<file path="config.mk">
export PLATFORM = sky130hd
export DESIGN_NAME = adcsq_top
export DESIGN_NICKNAME = d
export VERILOG_FILES = /design/src/rtl/adcsq_pkg.sv /design/src/rtl/adcsq_clkdiv.sv /design/src/rtl/adcsq_sar.sv /design/src/rtl/adcsq_top.sv
export VERILOG_INCLUDE_DIRS = /design/src /design/src/rtl
export SDC_FILE = /design/constraint.sdc
export NUM_CORES = 1
export LEC_CHECK = 0
export BUFFER_PORTS_ARGS = -buffer_cell sky130_fd_sc_hd__buf_4
export CORE_MARGIN = 2
export CORE_UTILIZATION = 27
export DETAILED_ROUTE_END_ITERATION = 7
export GPL_TIMING_DRIVEN = 0
export PLACE_DENSITY = 0.51
export RECOVER_POWER = 100
export SLEW_MARGIN = 20
export SYNTH_ARGS = -nofsm -noshare
export SYNTH_HDL_FRONTEND = slang
export SYNTH_SLANG_ARGS = --single-unit
</file>
<file path="constraint.sdc">
create_clock -name clk_i -period 3.94 [get_ports clk_i]
set_input_delay 0.197 -clock clk_i [delete_from_list [all_inputs] [get_ports clk_i]]
set_output_delay 0.197 -clock clk_i [all_outputs]
set_load 0.1 [all_outputs]
</file>
<file path="src/rtl/adcsq_regs.svh">
`ifndef ADCSQ_REGS_SVH
`define ADCSQ_REGS_SVH
`define ADCSQ_CSR_OFF 8'h45
`define ADCSQ_RESH_OFF 8'h46
`define ADCSQ_RESL_OFF 8'h47
`define ADCSQ_CSR_RESET 8'h00
`define ADCSQ_BIT_DONE 7
`define ADCSQ_BIT_SPEED 6
`define ADCSQ_BIT_ON 5
`define ADCSQ_BIT_SLOW 4
`define ADCSQ_CONV_BITS 10
`define ADCSQ_FULL_SCALE 10'h3ff
`define ADCSQ_ZERO_CODE 10'h000
`define ADCSQ_CONV_WINDOW 60
`endif

</file>
<file path="src/rtl/adcsq_pkg.sv">
package adcsq_pkg;
  typedef enum logic [1:0] {ADCSQ_IDLE, ADCSQ_SAMPLE, ADCSQ_CONVERT} adcsq_state_t;
  typedef enum logic [1:0] {ADCSQ_DIV2, ADCSQ_DIV1, ADCSQ_DIV4, ADCSQ_DIV2B} adcsq_clksel_t;
endpackage : adcsq_pkg

</file>
<file path="src/rtl/adcsq_clkdiv.sv">
`timescale 1ns/1ps
module adcsq_clkdiv
(
  input wire logic clk_i,
  input wire logic rst_i,
  input wire logic run_i,
  input wire adcsq_pkg::adcsq_clksel_t sel_i,
  output logic tick_o
);
  logic [1:0] cnt_r;
  always_ff @(posedge clk_i)
  begin
    if (rst_i || !run_i)
      cnt_r <= 2'h0;
    else
      cnt_r <= cnt_r + 2'h1;
  end
  // converter clock as enable pulse, a true clock would add a domain
  always_comb
  begin
    unique case (sel_i)
      adcsq_pkg::ADCSQ_DIV1: tick_o = run_i;
      adcsq_pkg::ADCSQ_DIV4: tick_o = run_i && (cnt_r == 2'h3);
      adcsq_pkg::ADCSQ_DIV2, adcsq_pkg::ADCSQ_DIV2B: tick_o = run_i && cnt_r[0];
    endcase
  end
endmodule : adcsq_clkdiv

</file>
<file path="src/rtl/adcsq_sar.sv">
`timescale 1ns/1ps
`include "adcsq_regs.svh"
module adcsq_sar
(
  input wire logic clk_i,
  input wire logic rst_i,
  input wire logic restart_i,
  input wire logic tick_i,
  input wire logic cmp_i,
  output logic [9:0] trial_o,
  output logic done_o,
  output logic [9:0] code_o
);
  adcsq_pkg::adcsq_state_t state_r;
  logic [9:0] bit_r;
  logic [9:0] acc_r;
  assign trial_o = acc_r | bit_r;
  // binary search keeps code monotonic in input; cmp_i high above ref clamps to 3ff, low clamps to 0
  always_ff @(posedge clk_i)
  begin
    done_o <= 1'b0;
    if (rst_i || restart_i)
    begin
      state_r <= adcsq_pkg::ADCSQ_IDLE;
      bit_r <= 10'h200;
      acc_r <= 10'h000;
      code_o <= 10'h000;
    end
    else if (tick_i)
    begin
      unique case (state_r)
        adcsq_pkg::ADCSQ_IDLE: state_r <= adcsq_pkg::ADCSQ_SAMPLE;
        adcsq_pkg::ADCSQ_SAMPLE:
        begin
          state_r <= adcsq_pkg::ADCSQ_CONVERT;
          bit_r <= 10'h200;
          acc_r <= 10'h000;
        end
        adcsq_pkg::ADCSQ_CONVERT:
        begin
          if (bit_r == 10'h001)
          begin
            code_o <= cmp_i ? (acc_r | bit_r) : acc_r;
            done_o <= 1'b1;
            state_r <= adcsq_pkg::ADCSQ_SAMPLE;
          end
          else
          begin
            if (cmp_i)
              acc_r <= acc_r | bit_r;
            bit_r <= bit_r >> 1;
          end
        end
        default: state_r <= adcsq_pkg::ADCSQ_IDLE;
      endcase
    end
  end
endmodule : adcsq_sar

</file>
<file path="src/rtl/adcsq_top.sv">
// Function
// - overrange input gives code ff/03
// - underrange input gives code zero
// - converter_on starts continuous conversions
// - clearing converter_on stops conversion
// - done sets flag, stores split result
// - reading result_high clears done flag
// - any status write clears done flag
// - channel change restarts, clears flag
// - reading result_low locks results
// - result_high read or off unlocks
// - locked results are not overwritten
// - slow/speed bits pick converter clock
// - channel_select drives input mux index
// - status register bit layout
// - status resets zero, bit7 read-only
// - halt disables converter, wait doesn't
// - results monotonic with input
// - result_low upper bits zero, read-only
//
// Our own choices: the register addresses and the Wishbone register port.
`timescale 1ns/1ps
`include "adcsq_regs.svh"
module adcsq_top
(
  input wire logic clk_i,
  input wire logic rst_i,
  input wire logic cyc_i,
  input wire logic stb_i,
  input wire logic we_i,
  input wire logic [7:0] adr_i,
  input wire logic [7:0] dat_i,
  output logic [7:0] dat_o,
  output logic ack_o,
  input wire logic halt_i,
  input wire logic cmp_i,
  output logic [3:0] analog_input_pin_o,
  output logic [9:0] trial_o,
  output logic sample_o
);
  logic [7:0] csr_r;
  logic [6:0] ctl_r;
  logic done_r;
  adcsq_pkg::adcsq_clksel_t clk_sel;
  logic [9:0] res_r;
  logic lock_r;
  logic ack_r;
  logic done_pulse;
  logic [9:0] code;
  logic tick;
  logic run;
  logic restart;
  logic req;
  logic wr_csr;
  logic rd_high;
  logic rd_low;
  logic chan_chg;
  logic [7:0] rdata;

  function automatic logic hit(input logic [7:0] a, input logic [7:0] off);
    hit = (a == off);
  endfunction : hit

  assign req = cyc_i && stb_i && !ack_r;
  assign wr_csr = req && we_i && hit(adr_i, `ADCSQ_CSR_OFF);
  assign rd_high = req && !we_i && hit(adr_i, `ADCSQ_RESH_OFF);
  assign rd_low = req && !we_i && hit(adr_i, `ADCSQ_RESL_OFF);
  assign chan_chg = wr_csr && (dat_i[3:0] != csr_r[3:0]);
  // halt gates the converter off, wait has no input here at all
  assign run = csr_r[`ADCSQ_BIT_ON] && !halt_i;
  assign restart = !run || chan_chg;
  assign analog_input_pin_o = csr_r[3:0];
  assign sample_o = run;
  // status view: hardware flag over the software bits, each with one driver
  assign csr_r = {done_r, ctl_r};
  assign clk_sel = adcsq_pkg::adcsq_clksel_t'({ctl_r[`ADCSQ_BIT_SLOW], ctl_r[`ADCSQ_BIT_SPEED]});

  adcsq_clkdiv u_div
  (
    .clk_i(clk_i),
    .rst_i(rst_i),
    .run_i(run && !chan_chg),
    .sel_i(clk_sel),
    .tick_o(tick)
  );

  adcsq_sar u_sar
  (
    .clk_i(clk_i),
    .rst_i(rst_i),
    .restart_i(restart),
    .tick_i(tick),
    .cmp_i(cmp_i),
    .trial_o(trial_o),
    .done_o(done_pulse),
    .code_o(code)
  );

  // control bits; bit 7 is hardware-owned
  always_ff @(posedge clk_i)
  begin
    if (rst_i)
      ctl_r <= 7'h00;
    else if (wr_csr)
      ctl_r <= dat_i[6:0];
  end

  // done flag: set beats clear; a completion while locked or on a channel change is dropped
  always_ff @(posedge clk_i)
  begin
    if (rst_i)
      done_r <= 1'b0;
    else if (done_pulse && !lock_r && !chan_chg)
      done_r <= 1'b1;
    else if (wr_csr || rd_high)
      done_r <= 1'b0;
  end

  always_ff @(posedge clk_i)
  begin
    if (rst_i || rd_high || !csr_r[`ADCSQ_BIT_ON])
      lock_r <= 1'b0;
    else if (rd_low)
      lock_r <= 1'b1;
  end

  // comparator clamps make out-of-range inputs land on 3ff or 000
  always_ff @(posedge clk_i)
  begin
    if (rst_i)
      res_r <= `ADCSQ_ZERO_CODE;
    else if (done_pulse && !lock_r && !chan_chg)
      res_r <= code;
  end

  always_comb
  begin
    rdata = 8'h00;
    if (hit(adr_i, `ADCSQ_CSR_OFF))
      rdata = csr_r;
    else if (hit(adr_i, `ADCSQ_RESH_OFF))
      rdata = res_r[9:2];
    else if (hit(adr_i, `ADCSQ_RESL_OFF))
      rdata = {6'h00, res_r[1:0]};
  end

  // one-cycle answer; unmapped reads give zero, writes ignored
  always_ff @(posedge clk_i)
  begin
    if (rst_i)
    begin
      ack_r <= 1'b0;
      dat_o <= 8'h00;
    end
    else
    begin
      ack_r <= req;
      if (req && !we_i)
        dat_o <= rdata;
    end
  end
  assign ack_o = ack_r;

  // assertion helpers; the bound covers a first conversion at the slowest clock
  localparam int CONV_WINDOW = `ADCSQ_CONV_WINDOW;
  logic rd_other;
  logic div2_sel;
  logic div4_sel;
  assign rd_other = req && !we_i && !hit(adr_i, `ADCSQ_CSR_OFF) && !hit(adr_i, `ADCSQ_RESH_OFF)
    && !hit(adr_i, `ADCSQ_RESL_OFF);
  assign div2_sel = (clk_sel == adcsq_pkg::ADCSQ_DIV2) || (clk_sel == adcsq_pkg::ADCSQ_DIV2B);
  assign div4_sel = (clk_sel == adcsq_pkg::ADCSQ_DIV4);
endmodule : adcsq_top

</file>
==> results_dict.tcl <==
set metrics [dict create \
    p_int_uw 896 \
    post-dp-hpwl_um 4650 \
    max_cap_violations 0 \
    clk_pin_slew_worst_paths_ps 80 \
    drcViolationCount 0 \
    worst-path-max-fanout 10 \
    vdd_drop_max_mv 0.212 \
    grt-ovfl-total 0 \
    synth-seq-cells 63 \
    grt_antenna_before_repair 0 \
    grt_setup_unrepaired "false" \
    multi_input_area_um2 1200 \
    fmax_mhz 347 \
    syn_area_um2 2640 \
    endpoint_kind "flop" \
    cts_setup_buffers 0 \
    finalClockSkew_ps 11.5 \
    initial_core_util_pct 27.3 \
    crit_arrival_ps 3170 \
    synth_area_leaders "dfxtp_1 48%, nor2_1 7.1%, mux2i_1 6.5%, a21oi_1 4.4%, a211oi_1 3.1%" \
    cp-start-kind "flop" \
    sw_frac_of_total_pct 23.7 \
    core-area_um2 9640 \
    crit_family "compound AO/OA/AOI/OAI gates" \
    ys_dominant_reg_cell "dfxtp_1" \
    viasPerCell 4.60 \
    setup_violations 0 \
    slew_violations 0 \
    synthToLayoutAreaGrowth_pct 20.3 \
    min_path_type "in -> reg" \
    synth_cells 286 \
    p_total_mw 1.17 \
    crit_buf_inv 2 \
    yosysTopAreaCell "dfxtp_1" \
    clk_latency_ps 350 \
    avgSynthCellArea_um2 9.22 \
    register_area_um2 1260 \
    path_cells "inv_1 -> ha_1 -> nor2b_1 -> o31ai_1 -> a221oi_1 -> clkbuf_1 -> a31oi_1 -> nor2_1" \
    drt_wl_total_um 6480 \
    cpMaxStageDelayCell "a221oi_1" \
    status "finished, final reports clean" \
    netlist_top_cells_count "63 x dfxtp_1, 50 x nor2_1, 23 x a21oi_1" \
    diodes 0 \
    wl_per_cell_um 13.5 \
    cts_made_buffers 9 \
    synth_edf_count 0 \
    worstMarginPinSlew_ps 1270 \
    cts.htree.levels 3 \
    n_fill_cell 1074 \
    powerDensity_nw_per_um2 370 \
    cpPeakStageDelay_ps 1010 \
    drive_gt1_share_pct 16.5 \
    synth_top_cell_area_share_pct 47.8 \
    die_x_um 103 \
    cts-hold-fix-buffers 0 \
    grt_pass1_vias 2234 \
    gp_congestion 0.714 \
    grt_pass1_wl_um 11000 \
    hold_viol_final 0 \
    p_switching_uw 278 \
    cts_root_buf "clkbuf_8" \
    p_leak_nw 1.05 \
    grt_max_degree 12 \
    finalCritPeriodShare_pct 73.2 \
    post_cts_resize_count 0 \
    ant_nets 0 \
    clock_sinks 63 \
    dr_total_vias 2205 \
    numPortBuffers 44 \
    die_h_um 103 \
    yosysWarnings 0 \
    fin_crit_ps 2880 \
    clockPowerShare_pct 42.4 \
    rows 36 \
    nets 366 \
    ctsLongestPathBuffers 2 \
    cp.required_ps 4230 \
    synth_nets 311 \
    grt_util_all_layers_pct 13.6 \
    combPwrFrac_pct 3.4 \
    relSlewSlack_pct 15.3 \
    dr.pass1.iters 4 \
    dieArea_um2 10600 \
    tns_ps 0 \
    path_class "reg -> reg" \
    ios 47 \
    cts_tree "built" \
    seq_power_share_pct 54.3 \
    drt_iter0_drc 99 \
    synth.distinct_cells 43 \
    synth_most_common_cell "dfxtp_1" \
    synth_seq_area_share_pct 47.8 \
    async_flop_share_pct 0 \
]
## final timing paths
path                                     start             end  slack (ps)  cells past startpoint
worst max-delay path                  ctl_r[4]  u_sar.acc_r[5]        1060                      8
worst min-delay path                  dat_i[5]        ctl_r[5]          80                      3
worst max register to register        ctl_r[4]  u_sar.acc_r[5]        1060                      8
worst min register to register  u_div.cnt_r[0]  u_div.cnt_r[0]         430                      1
## per-layer routing
| layer | GRT usage, % | share of wire [%] | wire [um] |
|---|---|---|---|
| met5 | 0 | 0 | 0 |
| met4 | 6.07 | 2.2 | 144 |
| met3 | 4.54 | 6.8 | 443 |
| met2 | 20.5 | 41 | 2640 |
| met1 | 17.7 | 50 | 3250 |
## cell type report
class | count | area share, %
timing repair buffer | 44 | 7.46
buffer | 22 | 3.47
tap | 133 | 5.25
clock buffer | 10 | 4.34
inverter | 5 | 0.592
sequential | 63 | 39.8
clock inverter | 6 | 1.14
multi-input combinational | 196 | 38.0
## sequential cells by signal, summed over array words and instances, names as in the netlist
signal,flops
ack_o,1
ctl_r,7
dat_o,8
done_r,1
lock_r,1
res_r,10
u_div.cnt_r,2
u_sar.acc_r,10
u_sar.bit_r,10
u_sar.code_o,10
u_sar.done_o,1
u_sar.state_r,2
## cell families after synthesis
kind of cell | count (synthesis) | synth area share [%]
AOI/OAI and AO/OA | 64 | 16.7
adders and majority gates | 2 | 0.949
xor gates and xnor gates | 4 | 1.33
buffers and inverters | 27 | 5.51
muxes | 19 | 7.31
and+or+nand+nor | 107 | 20.4
DFF | 63 | 47.8
## worst register-to-register path: stages, from the launching register on
cell	delay (ps)
dfxtp_1	380
inv_1	60
ha_1	300
nor2b_1	160
o31ai_1	140
a221oi_1	1010
clkbuf_1	500
a31oi_1	160
nor2_1	100
## layout by cell type (no fill, tap or decap), types with 2 or more instances in the layout
master    netlist  routed
ha_1            2       2
a211oi_1       11      11
nand2_1        12      12
clkbuf_1        8      39
mux2i_1        17      17
nor2b_1         5       5
a222oi_1        6       6
a31oi_1        12      12
nor2_1         50      50
nor3_1          3       3
mux2_2          2       2
buf_4           6      24
a21oi_1        23      24
nand3_1         9       9
dfxtp_1        63      63
or2_2          11      11
and2_1          2       2
nand2b_1        3       3
inv_1           5       5
clkinv_2        0       4
clkbuf_8        0      10
nand3b_1        2       2
nand4_1         2       2
xnor2_1         4       4
a22oi_1         2       2
nor4_1          1       2
a22o_1          2       2
## stage by stage
step	std cells	util [%]	cell area [um2]	hold WS, ps	worst slack (ps)
after floorplan	286	-	2640	336	921
after global placement	463	32.5	3130	422	1660
after detailed placement	463	32.5	3130	428	1640
after CTS	479	34.3	3310	67.5	1680
after global routing	479	32.9	3170	89.5	873
final	479	32.9	3170	78.5	1060
## power groups by stage
stage	combinational, mW	clock, mW	sequential, mW
floorplan	0.0147	0	0.655
global placement	0.0421	0	0.652
detailed placement	0.0419	0	0.652
CTS	0.0420	0.515	0.637
global route	0.0434	0.539	0.637
finish	0.0397	0.497	0.637
(Power assumes the default switching activity.)
